### src/dcr_pkg.sv
package dcr_pkg;

  // access port widths and channel count
  localparam int ADDR_W = 13;
  localparam int DATA_W = 8;
  localparam int NUM_CH = 2;

  // chip configuration area
  localparam logic [ADDR_W-1:0] ADDR_PORT_SETUP   = 13'h000;
  localparam logic [ADDR_W-1:0] ADDR_PART_ID      = 13'h001;
  localparam logic [ADDR_W-1:0] ADDR_SPEED_GRADE  = 13'h002;
  // channel index and transfer area
  localparam logic [ADDR_W-1:0] ADDR_CHAN_SELECT  = 13'h005;
  localparam logic [ADDR_W-1:0] ADDR_SHADOW_UPD   = 13'h0ff;
  // converter function area
  localparam logic [ADDR_W-1:0] ADDR_POWER_STATE  = 13'h008;
  localparam logic [ADDR_W-1:0] ADDR_CLOCK_COND   = 13'h009;

  // reset values, bit 7 is the msb
  localparam logic [DATA_W-1:0] RST_PORT_SETUP  = 8'h18;
  localparam logic [DATA_W-1:0] RST_CHAN_SELECT = 8'h03;
  localparam logic [DATA_W-1:0] RST_POWER_STATE = 8'h00;
  localparam logic [DATA_W-1:0] RST_CLOCK_COND  = 8'h01;
  localparam logic [DATA_W-1:0] RST_SHADOW_UPD  = 8'h00;

  // port setup fields, mirrored nibbles
  localparam int PS_LSB_HI  = 6;
  localparam int PS_SRST_HI = 5;
  localparam int PS_ONE_HI  = 4;
  localparam int PS_ONE_LO  = 3;
  localparam int PS_SRST_LO = 2;
  localparam int PS_LSB_LO  = 1;

  // channel select fields
  localparam int CS_CHAN_A = 0;
  localparam int CS_CHAN_B = 1;

  // writable bit masks
  localparam logic [DATA_W-1:0] MASK_CHAN_SELECT = 8'h03;
  localparam logic [DATA_W-1:0] MASK_POWER_STATE = 8'h23;
  localparam logic [DATA_W-1:0] MASK_CLOCK_COND  = 8'h01;
  localparam logic [DATA_W-1:0] MASK_SHADOW_UPD  = 8'h01;

  // field positions
  localparam int PW_PIN_FN  = 5;
  localparam int CC_DCS     = 0;
  localparam int SU_XFER    = 0;
  localparam int GR_LSB     = 4;
  localparam int GR_W       = 3;

  // request from the serial engine
  typedef struct packed {
    logic              wr;
    logic              rd;
    logic [ADDR_W-1:0] addr;
    logic [DATA_W-1:0] wdata;
  } dcr_req_type;

  // applied configuration toward the converter core
  typedef struct packed {
    logic       lsb_first;
    logic [1:0] pwr_mode_a;
    logic       pin_fn_a;
    logic [1:0] pwr_mode_b;
    logic       pin_fn_b;
    logic       dcs_en;
  } dcr_cfg_type;

endpackage

### src/dcr_regmap.sv
// Contract
// - map: config 0x00-0x02, index 0x05/0xFF, functions from 0x08.
// - every register location is eight bits wide.
// - default values read with bit 7 as most significant bit.
// - channel select resets to 0x03, both low bits set.
// - default channel select sends next local write to both channels.
// - reset loads configuration registers with their default values.
// - local registers have one copy per channel, chosen by select bits.
// - both select bits set makes a local write update both copies.
// - local read with both select bits set returns the channel A copy.
// - global registers have one copy, independent of channel select.
module dcr_regmap #(
  parameter logic [7:0] PART_ID     = 8'h5a, // arbitrary value
  parameter logic [2:0] SPEED_GRADE = 3'h5
) (
  // clock and reset
  input  wire logic                        clock,
  input  wire logic                        rstn,
  // register access from the serial engine
  input  wire dcr_pkg::dcr_req_type        req,
  output logic     [dcr_pkg::DATA_W-1:0]   rdata,
  output logic                             rvalid,
  // applied configuration
  output dcr_pkg::dcr_cfg_type             cfg
);

  // state
  logic                       lsb_first_ff, nxt_lsb_first;
  logic                       soft_ff,      nxt_soft;
  logic [dcr_pkg::DATA_W-1:0] chsel_ff,     nxt_chsel;
  logic [dcr_pkg::DATA_W-1:0] pwr_ff  [dcr_pkg::NUM_CH];
  logic [dcr_pkg::DATA_W-1:0] nxt_pwr [dcr_pkg::NUM_CH];
  logic [dcr_pkg::DATA_W-1:0] clk_ff,       nxt_clk;
  logic [dcr_pkg::DATA_W-1:0] xfer_ff,      nxt_xfer;
  dcr_pkg::dcr_cfg_type       act_ff,       nxt_act;
  logic [dcr_pkg::DATA_W-1:0] rdata_ff,     nxt_rdata;
  logic                       rvalid_ff,    nxt_rvalid;

  // applied set after reset mirrors the register defaults
  localparam dcr_pkg::dcr_cfg_type ACT_RST = '{
    lsb_first:  dcr_pkg::RST_PORT_SETUP[dcr_pkg::PS_LSB_HI],
    pwr_mode_a: dcr_pkg::RST_POWER_STATE[1:0],
    pin_fn_a:   dcr_pkg::RST_POWER_STATE[dcr_pkg::PW_PIN_FN],
    pwr_mode_b: dcr_pkg::RST_POWER_STATE[1:0],
    pin_fn_b:   dcr_pkg::RST_POWER_STATE[dcr_pkg::PW_PIN_FN],
    dcs_en:     dcr_pkg::RST_CLOCK_COND[dcr_pkg::CC_DCS]
  };

  // address hit, shared by the write and read paths
  function automatic logic hit(input logic [dcr_pkg::ADDR_W-1:0] a,
                               input logic [dcr_pkg::ADDR_W-1:0] b);
    hit = (a == b);
  endfunction

  // read value of the mirrored port setup register
  function automatic logic [7:0] setup_word(input logic lsb,
                                            input logic srst);
    setup_word = '0;
    setup_word[dcr_pkg::PS_LSB_HI]  = lsb;
    setup_word[dcr_pkg::PS_LSB_LO]  = lsb;
    setup_word[dcr_pkg::PS_SRST_HI] = srst;
    setup_word[dcr_pkg::PS_SRST_LO] = srst;
    setup_word[dcr_pkg::PS_ONE_HI]  = 1'b1;
    setup_word[dcr_pkg::PS_ONE_LO]  = 1'b1;
  endfunction

  // next-state logic; soft reset outranks any same-cycle write
  always_comb begin
    nxt_lsb_first = lsb_first_ff;
    nxt_soft      = 1'b0;
    nxt_chsel     = chsel_ff;
    nxt_clk       = clk_ff;
    nxt_xfer      = dcr_pkg::RST_SHADOW_UPD; // transfer self-clears
    nxt_act       = act_ff;
    for (int c = 0; c < dcr_pkg::NUM_CH; c++) begin
      nxt_pwr[c] = pwr_ff[c];
    end
    if (soft_ff) begin
      // soft reset reloads every register default; the applied set keeps its value
      nxt_lsb_first = dcr_pkg::RST_PORT_SETUP[dcr_pkg::PS_LSB_HI];
      nxt_chsel     = dcr_pkg::RST_CHAN_SELECT;
      nxt_clk       = dcr_pkg::RST_CLOCK_COND;
      for (int c = 0; c < dcr_pkg::NUM_CH; c++) begin
        nxt_pwr[c] = dcr_pkg::RST_POWER_STATE;
      end
    end else if (req.wr) begin
      // decode of the three areas
      if (hit(req.addr, dcr_pkg::ADDR_PORT_SETUP)) begin
        // either mirror copy sets the field, so shift order never matters
        nxt_lsb_first = req.wdata[dcr_pkg::PS_LSB_HI] |
                        req.wdata[dcr_pkg::PS_LSB_LO];
        nxt_soft      = req.wdata[dcr_pkg::PS_SRST_HI] |
                        req.wdata[dcr_pkg::PS_SRST_LO];
      end
      if (hit(req.addr, dcr_pkg::ADDR_CHAN_SELECT)) begin
        nxt_chsel = req.wdata & dcr_pkg::MASK_CHAN_SELECT;
      end
      if (hit(req.addr, dcr_pkg::ADDR_CLOCK_COND)) begin
        // single global copy, select bits ignored
        nxt_clk = req.wdata & dcr_pkg::MASK_CLOCK_COND;
      end
      if (hit(req.addr, dcr_pkg::ADDR_SHADOW_UPD)) begin
        nxt_xfer = req.wdata & dcr_pkg::MASK_SHADOW_UPD;
      end
      if (hit(req.addr, dcr_pkg::ADDR_POWER_STATE)) begin
        // one copy per channel, each gated by its select bit
        for (int c = 0; c < dcr_pkg::NUM_CH; c++) begin
          if (chsel_ff[c]) begin
            nxt_pwr[c] = req.wdata & dcr_pkg::MASK_POWER_STATE;
          end
        end
      end
    end
    // shadow transfer moves master values into the applied set
    if (xfer_ff[dcr_pkg::SU_XFER]) begin
      nxt_act.lsb_first  = lsb_first_ff;
      nxt_act.pwr_mode_a = pwr_ff[0][1:0];
      nxt_act.pin_fn_a   = pwr_ff[0][dcr_pkg::PW_PIN_FN];
      nxt_act.pwr_mode_b = pwr_ff[1][1:0];
      nxt_act.pin_fn_b   = pwr_ff[1][dcr_pkg::PW_PIN_FN];
      nxt_act.dcs_en     = clk_ff[dcr_pkg::CC_DCS];
    end
  end

  // read path: one cycle latency, unmapped reads return zero
  always_comb begin
    nxt_rvalid = req.rd;
    nxt_rdata  = rdata_ff;
    if (req.rd) begin
      nxt_rdata = '0;
      if (hit(req.addr, dcr_pkg::ADDR_PORT_SETUP)) begin
        nxt_rdata = setup_word(lsb_first_ff, soft_ff);
      end
      if (hit(req.addr, dcr_pkg::ADDR_PART_ID)) begin
        nxt_rdata = PART_ID;
      end
      if (hit(req.addr, dcr_pkg::ADDR_SPEED_GRADE)) begin
        nxt_rdata[dcr_pkg::GR_LSB +: dcr_pkg::GR_W] = SPEED_GRADE;
      end
      if (hit(req.addr, dcr_pkg::ADDR_CHAN_SELECT)) begin
        nxt_rdata = chsel_ff;
      end
      if (hit(req.addr, dcr_pkg::ADDR_CLOCK_COND)) begin
        nxt_rdata = clk_ff;
      end
      if (hit(req.addr, dcr_pkg::ADDR_SHADOW_UPD)) begin
        nxt_rdata = xfer_ff;
      end
      if (hit(req.addr, dcr_pkg::ADDR_POWER_STATE)) begin
        // channel A wins when both are selected
        if (chsel_ff[dcr_pkg::CS_CHAN_A]) begin
          nxt_rdata = pwr_ff[0];
        end else if (chsel_ff[dcr_pkg::CS_CHAN_B]) begin
          nxt_rdata = pwr_ff[1];
        end
      end
    end
  end

  // registers; every location is one byte
  always_ff @(posedge clock or negedge rstn) begin
    if (!rstn) begin
      // defaults, msb first
      lsb_first_ff <= dcr_pkg::RST_PORT_SETUP[dcr_pkg::PS_LSB_HI];
      soft_ff      <= 1'b0;
      chsel_ff     <= dcr_pkg::RST_CHAN_SELECT;
      clk_ff       <= dcr_pkg::RST_CLOCK_COND;
      xfer_ff      <= dcr_pkg::RST_SHADOW_UPD;
      for (int c = 0; c < dcr_pkg::NUM_CH; c++) begin
        pwr_ff[c] <= dcr_pkg::RST_POWER_STATE;
      end
      act_ff       <= ACT_RST;
      rdata_ff     <= '0;
      rvalid_ff    <= 1'b0;
    end else begin
      lsb_first_ff <= nxt_lsb_first;
      soft_ff      <= nxt_soft;
      chsel_ff     <= nxt_chsel;
      clk_ff       <= nxt_clk;
      xfer_ff      <= nxt_xfer;
      for (int c = 0; c < dcr_pkg::NUM_CH; c++) begin
        pwr_ff[c] <= nxt_pwr[c];
      end
      act_ff       <= nxt_act;
      rdata_ff     <= nxt_rdata;
      rvalid_ff    <= nxt_rvalid;
    end
  end

  // outputs straight from flip-flops
  assign rdata  = rdata_ff;
  assign rvalid = rvalid_ff;
  assign cfg    = act_ff;

  logic pwr_wr;
  logic pwr_rd;
  assign pwr_wr = req.wr && !soft_ff &&
                  hit(req.addr, dcr_pkg::ADDR_POWER_STATE);
  assign pwr_rd = req.rd && hit(req.addr, dcr_pkg::ADDR_POWER_STATE);

  logic xfer_wr;
  assign xfer_wr = req.wr && !soft_ff &&
                   hit(req.addr, dcr_pkg::ADDR_SHADOW_UPD) &&
                   req.wdata[dcr_pkg::SU_XFER];

  // reads that hit no mapped location
  logic open_rd;
  assign open_rd = req.rd &&
                   !hit(req.addr, dcr_pkg::ADDR_PORT_SETUP) &&
                   !hit(req.addr, dcr_pkg::ADDR_PART_ID) &&
                   !hit(req.addr, dcr_pkg::ADDR_SPEED_GRADE) &&
                   !hit(req.addr, dcr_pkg::ADDR_CHAN_SELECT) &&
                   !hit(req.addr, dcr_pkg::ADDR_SHADOW_UPD) &&
                   !hit(req.addr, dcr_pkg::ADDR_POWER_STATE) &&
                   !hit(req.addr, dcr_pkg::ADDR_CLOCK_COND);
endmodule

### config.mk
export PLATFORM = sky130hd
export DESIGN_NAME = dcr_regmap
export DESIGN_NICKNAME = d
export VERILOG_FILES = /design/src/dcr_pkg.sv /design/src/dcr_regmap.sv
export SDC_FILE = /design/constraint.sdc
export NUM_CORES = 1
export LEC_CHECK = 0
export BUFFER_PORTS_ARGS = -buffer_cell sky130_fd_sc_hd__buf_2
export CORE_ASPECT_RATIO = 2
export CORE_MARGIN = 5
export CORE_UTILIZATION = 45
export CTS_BUF_LIST = sky130_fd_sc_hd__clkbuf_4 sky130_fd_sc_hd__clkbuf_8
export DETAILED_ROUTE_END_ITERATION = 7
export GPL_TIMING_DRIVEN = 0
export PLACE_DENSITY = 0.74
export SLEW_MARGIN = 20
export SYNTH_ARGS = -nofsm -noshare
export SYNTH_HDL_FRONTEND = slang
export SYNTH_SLANG_ARGS = --single-unit
### constraint.sdc
create_clock -name clock -period 1.6 [get_ports clock]
set_input_delay 0.24 -clock clock [delete_from_list [all_inputs] [get_ports clock]]
set_output_delay 0.24 -clock clock [all_outputs]
set_load 0.03 [all_outputs]
==> results.toml <==
[pwr]
pwr_density_cell_nw_per_um2 = 735
switching_share_pct = 22.3
p_int_mw = 0.966
ir_drop_mv = 0.450
seqPwrFrac_pct = 57.3
p_clk_share_pct = 34.8
power.share.combinational_pct = 7.9
p_leak_nw = 0.790
switchingPower_mw = 0.277

[global_route]
grt_pass1_vias = 1337
grt_remaining_overflow = 0
grt.total_usage_pct = 17.0
grt_max_degree = 29
antenna_found_initial = 0
grt_pass1_wl_mm = 5.97

[yosys]
synth-async-reset-ratio_pct = 100
synth.ff_latch_count = 28
synth_area_um2 = 1400
synth_ff_type = "dfrtp_1"
synthMuxAreaShare_pct = 6.46
synth_xor_area_share_pct = 0
ys_seq_area_share_pct = 50.6
synth_nets = 157
synth_edf_count = 0
synth_cells = 132
synth_cell_types = 40
synthSimpleGateAreaFrac_pct = 21.3
syn_avg_cell_area_um2 = 10.6
synthAdderAreaFrac_pct = 0
yosysWarningCount = 0
synth_compound_area_share_pct = 17.0
synth_top_family_by_area = "simple AND/OR/NAND/NOR gates"

[routing]
first_pass_iters = 4
drc = 0
first_iter_violations = 51
wire_per_inst_um = 16.9
ant_nets = 0
avgViaCountPerCell = 6.02
vias = 1228
drt-total-wl_mm = 3.45

[clock_network]
path_clk_slew_ns = 0.09
root_buffer = "clkbuf_8"
worstSkewPairLatency_ns = 0.27
cts_buffers = 3
cts_resized = 0
htree_levels = 1
cts_tree = "done"
clockBufferDepth = 2
cts_sinks = 28

[timing]
setup_violations = 0
period_needed_ns = 1.53
slew_viol_final = 0
postLayoutSetupSlackWorst_ns = 0.0744
hold_viol_final = 0
fin_worst_skew_ns = 0.00127
relSlewSlack_pct = 59.4
setup_tns_ns = 0
fmaxAchievable_ghz = 0.655
timing.final.crit_share_pct = 95.3
rsz0062_at_grt = "false"
worstMarginPinSlew_ns = 0.609

[floorplan]
die_area_um2 = 4380
coreArea_um2 = 2980
die_y_um = 88.7
rows = 28
start_util_pct = 46.8
ios = 42
die_w_um = 49.4

[finish]
stdcell_count = 204
multi_input_area_um2 = 629
area_growth_pct = 21.2
stdcell_area_um2 = 1690
fillCellCount = 277
fin_util_pct = 56.8
register_area_um2 = 706
num_antenna_cells = 0
drive_gt1_share_pct = 36.2
fin_nets = 200

[placement]
dp.cells = 199
dpl.hpwl_mm = 2.74
post-place-ws_ns = -0.251
globalplace.congestion = 0.908
placed_area_um2 = 1620
portBuffers = 37

[setup_path]
cp-start-kind = "register"
critPathMaxFanout = 9
cp_slowest_cell = "dfstp_2"
path_buf_inv = 0
path_cells = "o21ai_0, a2111o_1, o22ai_1, a22o_1"
slowest_delay_ns = 0.63
worstSetupPathType = "register to register"
r2r_slack_ns = 0.07
worstPathRequired_ns = 1.81
end_kind = "register"
cpLargestDelayFamily = "compound AO/OA/AOI/OAI gates"
arrival_ns = 1.74

[job]
cap_violations = 0

[hold_path]
holdCritPathClass = "input port to register"

[outcome]
status = "completed"
-- final timing paths --
kind,to,cells after the start,startpoint
max reg2reg,rdata[1],4,chsel_ff[1]
max,rdata[1],4,chsel_ff[1]
min,rvalid,1,req[21]
max in group asynchronous,cfg[7],2,rstn
min in group asynchronous,rdata[2],2,rstn
min reg2reg,rdata[6],1,rdata[6]
-- power groups by stage --
stage | combinational (mW) | clock, mW | sequential (mW)
6_report | 0.0982 | 0.433 | 0.711
5_1_grt | 0.110 | 0.471 | 0.712
4_1_cts | 0.0987 | 0.439 | 0.711
3_5_place_dp | 0.0969 | 0 | 0.725
3_3_place_gp | 0.0931 | 0 | 0.724
2_1_floorplan | 0.0300 | 0 | 0.728
-- state kept, by name, indices dropped and copies added, names as in the netlist --
signal        cells
rvalid            1
pwr_ff            6
lsb_first_ff      1
chsel_ff          2
clk_ff            1
rdata             7
cfg               8
xfer_ff           1
soft_ff           1
-- metrics by stage --
stage          power (mW)  hold slack [ns]
3_3_place_gp        0.818            0.276
2_1_floorplan       0.758          -0.0556
4_1_cts              1.25            0.108
3_5_place_dp        0.822            0.286
6_report             1.24            0.110
5_1_grt              1.29            0.111
-- area by class of cell --
class | instances | area share, %
Tap cell | 30 | 2.22
Sequential cell | 28 | 41.7
Multi-Input combinational cell | 90 | 37.2
Clock buffer | 4 | 3.26
Inverter | 8 | 1.78
Buffer | 4 | 1.33
Timing Repair Buffer | 40 | 12.4
-- logic make-up (layout without fill, tap and decap cells) --
group,after synthesis,after routing
AND/OR/NAND/NOR,47,47
flip-flops,28,28
multiplexers,8,8
other,1,1
AO/OA/AOI/OAI,34,34
buffers and inverters,14,56
-- cells in the final DEF (no fill, tap or decap), drive strengths merged, types with 6 or more instances in the layout --
cell    instances
a21oi           6
o31ai           6
dfrtp          24
nand2           9
clkbuf          6
o21ai           8
buf            41
inv             8
nand4          10
mux2            8
-- per-layer routing --
metal / vias up / GRT usage [%] / share of wire [%]
met5: - / 0 / 0
met2: 56 / 32.0 / 55
met1: 581 / 18.4 / 37
met3: 8 / 2.36 / 5.3
met4: 0 / 7.40 / 2.8
li1: 583 / - / -
-- timing repair --
action,in CTS,in global routing
setup endpoints to repair,1,3
endpoints found under the hold margin,24,0
pin swaps,0,1
setup buffers,0,2
hold buffers,1,0
-- Yosys cell counts, drive strengths merged (2+ instances only) --
master	number	area share (%)
a21oi	6	2.2
a22o	2	1.3
buf	2	1.1
clkbuf	4	1.1
dfrtp	24	43
dfstp	4	7.5
inv	8	2.2
mux2	8	6.5
nand2	9	2.4
nand3	4	1.8
nand4	10	4.5
nor2	4	1.1
nor2b	4	1.8
nor3	4	2.2
nor4	3	1.8
o21ai	8	2.9
o2bb2ai	2	1.3
o311ai	3	1.9
o31ai	6	3.2
or4	2	1.3
Power figures use the tool's default switching activity.
